File: config.mk
export PLATFORM = sky130hd
export DESIGN_NAME = thbm_top
export DESIGN_NICKNAME = d
export VERILOG_FILES = /design/src/thbm_pkg.sv /design/src/thbm_sync.sv /design/src/thbm_timer.sv /design/src/thbm_top.sv
export SDC_FILE = /design/constraint.sdc
export NUM_CORES = 1
export LEC_CHECK = 0
export ABC_AREA = 1
export BUFFER_PORTS_ARGS = -buffer_cell sky130_fd_sc_hd__buf_2
export CORE_MARGIN = 1.5
export CORE_UTILIZATION = 47
export CTS_BUF_LIST = sky130_fd_sc_hd__clkbuf_4 sky130_fd_sc_hd__clkbuf_8 sky130_fd_sc_hd__clkbuf_16
export DETAILED_ROUTE_END_ITERATION = 6
export GPL_TIMING_DRIVEN = 0
export PLACE_DENSITY = 0.78
export SETUP_SLACK_MARGIN = 0.05
export SLEW_MARGIN = 30
export SYNTH_ARGS = -nofsm -noshare
export SYNTH_HDL_FRONTEND = slang
export SYNTH_SLANG_ARGS = --single-unit
File: constraint.sdc
create_clock -name SYS_CLK -period 1.5 [get_ports SYS_CLK]
set_input_delay 0.15 -clock SYS_CLK [delete_from_list [all_inputs] [get_ports SYS_CLK]]
set_output_delay 0.15 -clock SYS_CLK [all_outputs]
set_load 0.02 [all_outputs]
File: src/thbm_pkg.sv
// constants for the two-hand button monitor: register map, diagnostic
// codes, field positions and timing; shared by the top and its leaves
package thbm_pkg;

  // scan clock and synchronism window
  localparam int CLK_KHZ   = 25000;          // 25 MHz system clock
  localparam int WINDOW_MS = 500;            // both hands within this time
  localparam int WINDOW_CYC = WINDOW_MS * CLK_KHZ; // ms * kHz = cycles
  localparam int TMR_W     = 24;

  // instance capacity of the relay
  localparam logic [31:0] CAP_SINGLE = 32'h0000_0007;
  localparam logic [31:0] CAP_DUAL   = 32'h0000_0003;

  // register byte offsets
  localparam logic [7:0] OFS_CTRL   = 8'h00;
  localparam logic [7:0] OFS_STATUS = 8'h04;
  localparam logic [7:0] OFS_DIAG   = 8'h08;
  localparam logic [7:0] OFS_IRQ_ST = 8'h0C;
  localparam logic [7:0] OFS_IRQ_MK = 8'h10;
  localparam logic [7:0] OFS_CAP    = 8'h14;

  // control fields
  localparam int CTRL_SINGLE = 0;   // 1: single_channel_eval
  localparam int CTRL_EXTGT  = 1;   // 1: ext_gate_required
  localparam logic [1:0] CTRL_RST = 2'h0; // dual channel, no external gate

  // status fields
  localparam int ST_RELEASE = 0;
  localparam int ST_FAULT   = 1;
  localparam int ST_ACTIVE  = 2;

  // interrupt event bits
  localparam int EV_W        = 3;
  localparam int EV_REL_ON   = 0;
  localparam int EV_FAULT    = 1;
  localparam int EV_REL_OFF  = 2;

  // diagnostic codes
  localparam logic [31:0] DG_NO_ENABLE = 32'h0000_0000;
  localparam logic [31:0] DG_WAIT_1ST  = 32'h0000_2001;
  localparam logic [31:0] DG_ONE_OPEN  = 32'h0000_2005;
  localparam logic [31:0] DG_NORMAL    = 32'h0000_2016;
  localparam logic [31:0] DG_UNDEF_B1  = 32'h0000_2017;
  localparam logic [31:0] DG_UNDEF_B2  = 32'h0000_2018;
  localparam logic [31:0] DG_OPERATED  = 32'h0000_800B;
  localparam logic [31:0] DG_TOO_LATE  = 32'h0000_F006;
  localparam logic [31:0] DG_ONE_CHAN  = 32'h0000_F00E;
  localparam logic [31:0] DG_STARTUP   = 32'h0000_F018;

  // monitor states
  typedef enum logic [2:0] {
    THBM_IDLE, THBM_START, THBM_WAIT1, THBM_WAIT2,
    THBM_REL, THBM_REST, THBM_ERR
  } thbm_state_t;

endpackage

File: src/thbm_sync.sv
// two-flop synchroniser for the contact inputs and activation coil
// assumes asynchronous pins; nothing may read the first stage
`timescale 1ns/100ps
module thbm_sync #(
  parameter int W = 5
) (
  // clock and reset
  input  wire logic         clk,
  input  wire logic         rst_n,
  // raw and synchronised levels
  input  wire logic [W-1:0] d,
  output logic      [W-1:0] q
);

  logic [W-1:0] meta_r;
  logic [W-1:0] q_r;

  // plain shift; reset to all zeros, which is not the rest level of the break inputs
  always_ff @(posedge clk or negedge rst_n) begin
    if (!rst_n) begin
      meta_r <= '0;
      q_r    <= '0;
    end else begin
      meta_r <= d;
      q_r    <= meta_r;
    end
  end

  assign q = q_r;

endmodule

File: src/thbm_timer.sv
// synchronism window timer: counts scan clock ticks while run is high
// assumes run drops for at least one cycle between two windows
`timescale 1ns/100ps
module thbm_timer #(
  parameter int LIMIT = thbm_pkg::WINDOW_CYC
) (
  // clock and reset
  input  wire logic clk,
  input  wire logic rst_n,
  // control and result
  input  wire logic run,
  output logic      expired
);

  localparam logic [thbm_pkg::TMR_W-1:0] LIM =
    thbm_pkg::TMR_W'(LIMIT);

  logic [thbm_pkg::TMR_W-1:0] cnt_r;
  logic [thbm_pkg::TMR_W-1:0] cnt_nxt;

  // saturate at the limit so a long wait never wraps back to valid
  always_comb begin
    if (!run) begin
      cnt_nxt = '0;
    end else if (cnt_r < LIM) begin
      cnt_nxt = cnt_r + 1'b1;
    end else begin
      cnt_nxt = cnt_r;
    end
  end

  always_ff @(posedge clk or negedge rst_n) begin
    if (!rst_n) begin
      cnt_r <= '0;
    end else begin
      cnt_r <= cnt_nxt;
    end
  end

  assign expired = (cnt_r >= LIM);

endmodule

File: src/thbm_top.sv
// two-hand button monitor: contact evaluation, release and fault
// contacts, diagnostic word and an APB register slave with interrupt
// assumes contacts arrive asynchronously on pins; APB on SYS_CLK
//
// Notes on behaviour
// single channel: two makes on button1 inputs
// dual channel make/break pairs; default setting
// wiring order of makes and breaks
// button2 inputs used only in dual
// optional external gate; default runs ungated
// release closes only on correct actuation
// fault contact closed while error present
// diagnostic word shows state or error
// codes 0000, 2001 and 2005
// codes 2016, 2017 and 2018
// code 800B while released
// F006 when second hand too late
// F00E when one channel opened, closed
// F018 when input actuated at startup
// capacity seven single or three dual
// both hands within 500 ms
// leaving actuation drops release at once
// timing error clears only at rest
// sample per scan; count window ticks
`timescale 1ns/100ps
module thbm_top #(
  parameter int WINDOW_CYC = thbm_pkg::WINDOW_CYC
) (
  // clock and reset
  input  wire logic        SYS_CLK,
  input  wire logic        RST_N,
  // contact inputs from the pushbutton station and the activation coil
  input  wire logic        BUTTON1_MAKE_INPUT,
  input  wire logic        BUTTON1_BREAK_INPUT,
  input  wire logic        BUTTON2_MAKE_INPUT,
  input  wire logic        BUTTON2_BREAK_INPUT,
  input  wire logic        BLOCK_ACTIVATION_COIL,
  // monitor outputs
  output logic             RELEASE_CONTACT,
  output logic             FAULT_CONTACT,
  output logic [31:0]      DIAG_WORD,
  output logic             IRQ,
  // APB slave
  input  wire logic        PSEL,
  input  wire logic        PENABLE,
  input  wire logic        PWRITE,
  input  wire logic [7:0]  PADDR,
  input  wire logic [31:0] PWDATA,
  output logic [31:0]      PRDATA,
  output logic             PREADY,
  output logic             PSLVERR
);

  // synchronised inputs: make1, break1, make2, break2, coil
  logic [4:0] pin_s;
  logic       mk1, bk1, mk2, bk2, coil_s;

  // sample every pin once per scan clock
  thbm_sync #(.W(5)) u_sync (
    .clk   (SYS_CLK),
    .rst_n (RST_N),
    .d     ({BLOCK_ACTIVATION_COIL, BUTTON2_BREAK_INPUT,
             BUTTON2_MAKE_INPUT, BUTTON1_BREAK_INPUT,
             BUTTON1_MAKE_INPUT}),
    .q     (pin_s)
  );

  assign mk1    = pin_s[0];
  assign bk1    = pin_s[1];
  assign mk2    = pin_s[2];
  assign bk2    = pin_s[3];
  assign coil_s = pin_s[4];

  // control register bits
  logic [1:0] ctrl_r, ctrl_nxt;
  logic       single, ext_gate;
  assign single   = ctrl_r[thbm_pkg::CTRL_SINGLE];
  assign ext_gate = ctrl_r[thbm_pkg::CTRL_EXTGT];

  // hand position from a make and a break contact; {actuated, rest}
  function automatic logic [1:0] hand_pos(input logic mk,
                                          input logic bk,
                                          input logic one_ch);
    if (one_ch) begin
      hand_pos = {mk, !mk};
    end else begin
      hand_pos = {mk && !bk, !mk && bk};
    end
  endfunction

  logic [1:0] h1, h2;
  logic       both_act, all_rest, active;

  // in single mode the second hand is the button1 break input
  // and the button2 pair is only looked at in dual mode
  always_comb begin
    h1 = hand_pos(mk1, bk1, single);
    if (single) begin
      h2 = hand_pos(bk1, 1'b0, 1'b1);
    end else begin
      h2 = hand_pos(mk2, bk2, 1'b0);
    end
  end

  assign both_act = h1[1] && h2[1];
  assign all_rest = h1[0] && h2[0];
  assign active   = !ext_gate || coil_s;

  // window timer runs from the first input change on
  logic tmr_done, settled_r, settled_nxt;
  thbm_pkg::thbm_state_t state_r, state_nxt;
  logic [31:0] err_r, err_nxt;

  thbm_timer #(.LIMIT(WINDOW_CYC)) u_tmr (
    .clk     (SYS_CLK),
    .rst_n   (RST_N),
    .run     (state_r == thbm_pkg::THBM_WAIT2),
    .expired (tmr_done)
  );

  // monitor sequencing
  always_comb begin
    state_nxt = state_r;
    err_nxt   = err_r;
    settled_nxt = 1'b1;   // start check waits for real pin levels
    if (!active) begin
      state_nxt = thbm_pkg::THBM_IDLE;
    end else begin
      case (state_r)
        thbm_pkg::THBM_IDLE: begin
          state_nxt = settled_r ? thbm_pkg::THBM_START : thbm_pkg::THBM_IDLE;
        end
        thbm_pkg::THBM_START: begin
          if (!all_rest) begin
            state_nxt = thbm_pkg::THBM_ERR;
            err_nxt   = thbm_pkg::DG_STARTUP;
          end else begin
            state_nxt = thbm_pkg::THBM_WAIT1;
          end
        end
        thbm_pkg::THBM_WAIT1: begin
          if (!all_rest) begin
            state_nxt = thbm_pkg::THBM_WAIT2;
          end
        end
        thbm_pkg::THBM_WAIT2: begin
          if (both_act && !tmr_done) begin
            state_nxt = thbm_pkg::THBM_REL;
          end else if (tmr_done) begin
            state_nxt = thbm_pkg::THBM_ERR;
            err_nxt   = thbm_pkg::DG_TOO_LATE;
          end else if (all_rest) begin
            state_nxt = thbm_pkg::THBM_ERR;
            err_nxt   = thbm_pkg::DG_ONE_CHAN;
          end
        end
        thbm_pkg::THBM_REL: begin
          if (!both_act) begin
            state_nxt = thbm_pkg::THBM_REST;
          end
        end
        thbm_pkg::THBM_REST: begin
          if (all_rest) begin
            state_nxt = thbm_pkg::THBM_WAIT1;
          end
        end
        thbm_pkg::THBM_ERR: begin
          if (all_rest) begin
            state_nxt = thbm_pkg::THBM_WAIT1;
          end
        end
        default: begin
          state_nxt = thbm_pkg::THBM_IDLE;
        end
      endcase
    end
  end

  // diagnostic code for the current state
  logic [31:0] diag_nxt;
  always_comb begin
    case (state_r)
      thbm_pkg::THBM_IDLE:  diag_nxt = thbm_pkg::DG_NO_ENABLE;
      thbm_pkg::THBM_WAIT1: begin
        if (all_rest) begin
          diag_nxt = thbm_pkg::DG_NORMAL;
        end else if (!h1[0] && !h1[1]) begin
          diag_nxt = thbm_pkg::DG_UNDEF_B1;
        end else if (!h2[0] && !h2[1]) begin
          diag_nxt = thbm_pkg::DG_UNDEF_B2;
        end else begin
          diag_nxt = thbm_pkg::DG_WAIT_1ST;
        end
      end
      thbm_pkg::THBM_WAIT2: diag_nxt = thbm_pkg::DG_ONE_OPEN;
      thbm_pkg::THBM_REL:   diag_nxt = thbm_pkg::DG_OPERATED;
      thbm_pkg::THBM_ERR:   diag_nxt = err_r;
      default:              diag_nxt = thbm_pkg::DG_WAIT_1ST;
    endcase
  end

  // release follows the next state so it drops the cycle after a change
  logic rel_r, flt_r;
  logic [31:0] diag_r;

  always_ff @(posedge SYS_CLK or negedge RST_N) begin
    if (!RST_N) begin
      state_r <= thbm_pkg::THBM_IDLE;
      settled_r <= 1'b0;  // sync reset zeros look like undefined hands
      err_r   <= thbm_pkg::DG_NO_ENABLE;
      rel_r   <= 1'b0;
      flt_r   <= 1'b0;
      diag_r  <= thbm_pkg::DG_NO_ENABLE;
    end else begin
      state_r <= state_nxt;
      settled_r <= settled_nxt;
      err_r   <= err_nxt;
      rel_r   <= (state_nxt == thbm_pkg::THBM_REL);
      flt_r   <= (state_nxt == thbm_pkg::THBM_ERR);
      diag_r  <= diag_nxt;
    end
  end

  assign RELEASE_CONTACT = rel_r;
  assign FAULT_CONTACT   = flt_r;
  assign DIAG_WORD       = diag_r;

  // interrupt events from contact edges; set wins over clear
  logic [thbm_pkg::EV_W-1:0] ev, ist_r, ist_nxt, imk_r, imk_nxt;
  logic rel_d_r, flt_d_r;
  logic [31:0] rdata_r, rdata_nxt;
  logic        err_pend_r, err_pend_nxt;
  logic        setup, wr_acc;

  assign ev[thbm_pkg::EV_REL_ON]  = rel_r && !rel_d_r;
  assign ev[thbm_pkg::EV_FAULT]   = flt_r && !flt_d_r;
  assign ev[thbm_pkg::EV_REL_OFF] = !rel_r && rel_d_r;

  assign setup  = PSEL && !PENABLE;
  assign wr_acc = PSEL && PENABLE && PWRITE;

  // register writes in the access phase; read data capture in the setup phase
  always_comb begin
    ctrl_nxt     = ctrl_r;
    imk_nxt      = imk_r;
    ist_nxt      = ist_r;
    rdata_nxt    = rdata_r;
    err_pend_nxt = err_pend_r;
    if (wr_acc) begin
      if (PADDR == thbm_pkg::OFS_CTRL) begin
        ctrl_nxt = PWDATA[1:0];
      end else if (PADDR == thbm_pkg::OFS_IRQ_ST) begin
        ist_nxt = ist_r & ~PWDATA[thbm_pkg::EV_W-1:0];
      end else if (PADDR == thbm_pkg::OFS_IRQ_MK) begin
        imk_nxt = PWDATA[thbm_pkg::EV_W-1:0];
      end
    end
    ist_nxt = ist_nxt | ev;
    if (setup) begin
      rdata_nxt    = '0;
      err_pend_nxt = 1'b0;
      if (PADDR == thbm_pkg::OFS_CTRL) begin
        rdata_nxt[1:0] = ctrl_r;
      end else if (PADDR == thbm_pkg::OFS_STATUS) begin
        rdata_nxt[thbm_pkg::ST_RELEASE] = rel_r;
        rdata_nxt[thbm_pkg::ST_FAULT]   = flt_r;
        rdata_nxt[thbm_pkg::ST_ACTIVE]  = active;
      end else if (PADDR == thbm_pkg::OFS_DIAG) begin
        rdata_nxt = diag_r;
      end else if (PADDR == thbm_pkg::OFS_IRQ_ST) begin
        rdata_nxt[thbm_pkg::EV_W-1:0] = ist_r;
      end else if (PADDR == thbm_pkg::OFS_IRQ_MK) begin
        rdata_nxt[thbm_pkg::EV_W-1:0] = imk_r;
      end else if (PADDR == thbm_pkg::OFS_CAP) begin
        // capacity depends on the evaluation mode
        rdata_nxt = single ? thbm_pkg::CAP_SINGLE : thbm_pkg::CAP_DUAL;
      end else begin
        err_pend_nxt = 1'b1;
      end
    end
  end

  always_ff @(posedge SYS_CLK or negedge RST_N) begin
    if (!RST_N) begin
      ctrl_r     <= thbm_pkg::CTRL_RST;
      imk_r      <= '0;
      ist_r      <= '0;
      rdata_r    <= '0;
      err_pend_r <= 1'b0;
      rel_d_r    <= 1'b0;
      flt_d_r    <= 1'b0;
    end else begin
      ctrl_r     <= ctrl_nxt;
      imk_r      <= imk_nxt;
      ist_r      <= ist_nxt;
      rdata_r    <= rdata_nxt;
      err_pend_r <= err_pend_nxt;
      rel_d_r    <= rel_r;
      flt_d_r    <= flt_r;
    end
  end

  // zero wait states: every access phase completes at once
  assign PREADY  = 1'b1;
  assign PSLVERR = PSEL && PENABLE && err_pend_r;
  assign PRDATA  = rdata_r;
  assign IRQ     = |(ist_r & imk_r);
endmodule

==> results.cfg <==
[critical_path]
worst-path-buf-inv = 1
crit_slowest_cell = dfrtp_1
crit_top_cell = nor2_1
critPathCaptureType = register
critical_path_class = reg -> reg
critPathTopFamily = simple AND/OR/NAND/NOR gates
cp.required_ns = 1.74
crit_path_cell_trace = nor2_2, nor2_1, nand2_1, nand2_2, a21oi_4, nand2_8, buf_8, o31ai_2, nor2_1
arrival_ns = 1.94
start_kind = register
crit_path_max_fanout = 5
cp_slowest_stage_delay_ns = 0.41

[pwr]
cellPowerDensity_nw_per_um2 = 1072
p_total_mw = 5.886
vdd_drop_max_mv = 0.5520
power.leakage_nw = 2.810

[sta]
whs_ns = 0.06056
max-slew-margin-rel = 0.5781
rsz0062_at_grt = true
timing.final.ws_setup_ns = -0.2050
fin_skew_ns = 0.01156
tightest_slew_ns = 0.6305
report.final.slew_viol_count = 0
finalSetupViolCount = 32
period_share = 1.137
finalHoldViolations = 0
period_minus_slack_ns = 1.705
fmax_mhz = 586.5

[place]
io_buffer_count = 42
hpwl_microns = 6880
post_dp_cell_area_sq_um = 4638
place_congestion = 0.9123
dp.cells = 720

[global_route]
grt.overflow.total = 0
antenna_found_initial = 0
grt_max_degree = 41
first_global_vias = 3551
grt_pass1_wl_microns = 15900
grt_usage = 0.2245

[synth]
synth.top_cell.area_share = 0.4336
ys_warn_count = 0
synth_cell_types = 36
synth-edff-count = 0
synthCells = 526
synthTopCellsByArea = dfrtp_1, nand2_1, buf_4
yosysTopAreaCell = dfrtp_1
async_flop_share = 1.000
synth_seq_cells = 71
synth_most_common_cell = nand2_1
synth_area_per_cell_sq_um = 7.790
ys_seq_area_frac = 0.4336
synthTopCellsByCount = nand2_1, dfrtp_1, inv_1, buf_4, nor2_1
syn_area_sq_um = 4098
synthFlopType = dfrtp_1

[cells_and_area]
final_util = 0.6584
synthToLayoutAreaGrowth_pct = 34.02
drive_above_1_share = 0.3453
final_nets = 716
n_antenna_cell = 0
n_fill_cell = 654
final_area_sq_um = 5492
layout.cells.non_filler = 774

[drt]
vias = 3898
route.detailed.drc = 0
finalWirelength_microns = 10350
wire_per_inst_microns = 13.38
dr.first_iter.drc_count = 237
ant_nets = 0
viasPerCell = 5.036
drt_first_pass_iters = 5

[floorplanning]
die_y_microns = 96.37
die_x_microns = 96.37
initial_core_util = 0.4913
pin_count = 119
rows = 33
die_area_sq_um = 9287
coreArea_sq_um = 8341

[cts]
clk_latency_ns = 0.36
cts_tree = done
clk_path_buf_depth = 2
clk_pin_slew_ns = 0.08
cts_root_buf = clkbuf_8
htreeDepth = 3
cts_buffers = 9
clock-sinks = 71

[status]
outcome = complete, but fails checks
violations = setup timing

[job]
drv_cap = 0

[worst_hold_path]
min_path_type = in -> reg
worst paths after layout:
check | start | to | slack (ns) | cells past startpoint
max reg2reg | u_tmr.cnt_r[9] | u_tmr.cnt_r[4] | -0.20 | 9
min in group asynchronous | RST_N | PRDATA[2] | 0.29 | 2
max in group asynchronous | RST_N | u_tmr.cnt_r[3] | 0.64 | 3
max | u_tmr.cnt_r[9] | u_tmr.cnt_r[4] | -0.20 | 9
min | PWDATA[2] | imk_r[2] | 0.06 | 3
min reg2reg | u_sync.meta_r[3] | u_sync.q[3] | 0.35 | 0
cell type report:
| type | instances | area, sq um | share of cell area |
|---|---|---|---|
| tap | 105 | 131.4 | 0.02392 |
| sequential | 71 | 1782 | 0.3244 |
| multi-input combinational | 379 | 2088 | 0.3803 |
| buffer | 56 | 431.7 | 0.07861 |
| inverter | 66 | 250.2 | 0.04557 |
| clock buffer | 9 | 123.9 | 0.02256 |
| timing repair buffer | 81 | 588.1 | 0.1071 |
| clock inverter | 7 | 96.34 | 0.01754 |
metrics by stage:
stage               setup TNS (ns)  worst slack [ns]
finish                      -5.290           -0.2050
global route                -7.750           -0.3011
CTS                         -3.429           -0.1444
detailed placement          -6.014           -0.2567
global placement            -8.976           -0.2319
floorplan                        0           0.03562
power breakdown:
group / internal, mW / switching (mW)
registers: 2.16 / 0.165
clock network: 0.941 / 0.762
logic: 0.629 / 1.23
total: 3.73 / 2.16
per-layer routing:
layer / routed length, microns / up-vias / track usage
met5: 0 / - / 0
li1: - / 1862 / -
met1: 4166 / 1843 / 0.2751
met3: 702 / 27 / 0.04538
met2: 5236 / 166 / 0.3826
met4: 250 / 0 / 0.09903
cell families after synthesis:
logic type,count (synthesis),share of synthesized area
buf+inv,122,0.1612
flops,71,0.4336
simple gates,252,0.2730
fa+ha+maj,2,0.006106
xor+xnor,13,0.02779
other cells,2,0.001833
compound gates,64,0.09649
flip-flops by register name (all words and copies together), names as in the netlist, 2 cells and up:
name / count
ctrl_r: 2
u_tmr.cnt_r: 24
u_sync.q: 5
DIAG_WORD: 8
PRDATA: 8
ist_r: 3
u_sync.meta_r: 5
imk_r: 3
state_r: 3
err_r: 4
worst min-delay path, delay by kind of cell:
| family | cells | cell delay [ns] |
|---|---|---|
| AOI/OAI and AO/OA | 1 | 0.07 |
| buffers and inverters | 2 | 0.14 |
what timing repair did:
item	4_1_cts	5_1_grt
buffers inserted	24	6
endpoints found under the hold margin	36	0
setup endpoints to repair	35	36
pin swaps	15	13
cloned	2	0
hold buffers	6	0
resized for setup	43	42
layout by cell type, fill, tap and decap left out, types with 2 or more instances in the layout:
| cell type | instances |
|---|---|
| a21oi_1 | 8 |
| a21oi_2 | 4 |
| buf_16 | 2 |
| buf_2 | 44 |
| buf_4 | 77 |
| buf_6 | 5 |
| buf_8 | 2 |
| bufinv_16 | 2 |
| clkbuf_8 | 9 |
| clkinv_2 | 2 |
| clkinv_4 | 2 |
| conb_1 | 48 |
| dfrtp_1 | 67 |
| dfrtp_2 | 4 |
| dlygate4sd3_1 | 6 |
| ha_1 | 2 |
| inv_1 | 56 |
| inv_2 | 8 |
| nand2_1 | 110 |
| nand2_2 | 15 |
| nand2_4 | 3 |
| nand3_1 | 30 |
| nand3_2 | 5 |
| nand4_1 | 14 |
| nor2_1 | 41 |
| nor2_2 | 7 |
| nor2_4 | 9 |
| nor3_1 | 6 |
| nor3_2 | 8 |
| o211ai_1 | 2 |
| o21ai_0 | 17 |
| o21ai_1 | 8 |
| o21ai_2 | 10 |
| o31ai_1 | 2 |
| o31ai_2 | 3 |
| o31ai_4 | 3 |
| xnor2_1 | 4 |
| xor2_1 | 9 |
(Power assumes the default switching activity.)
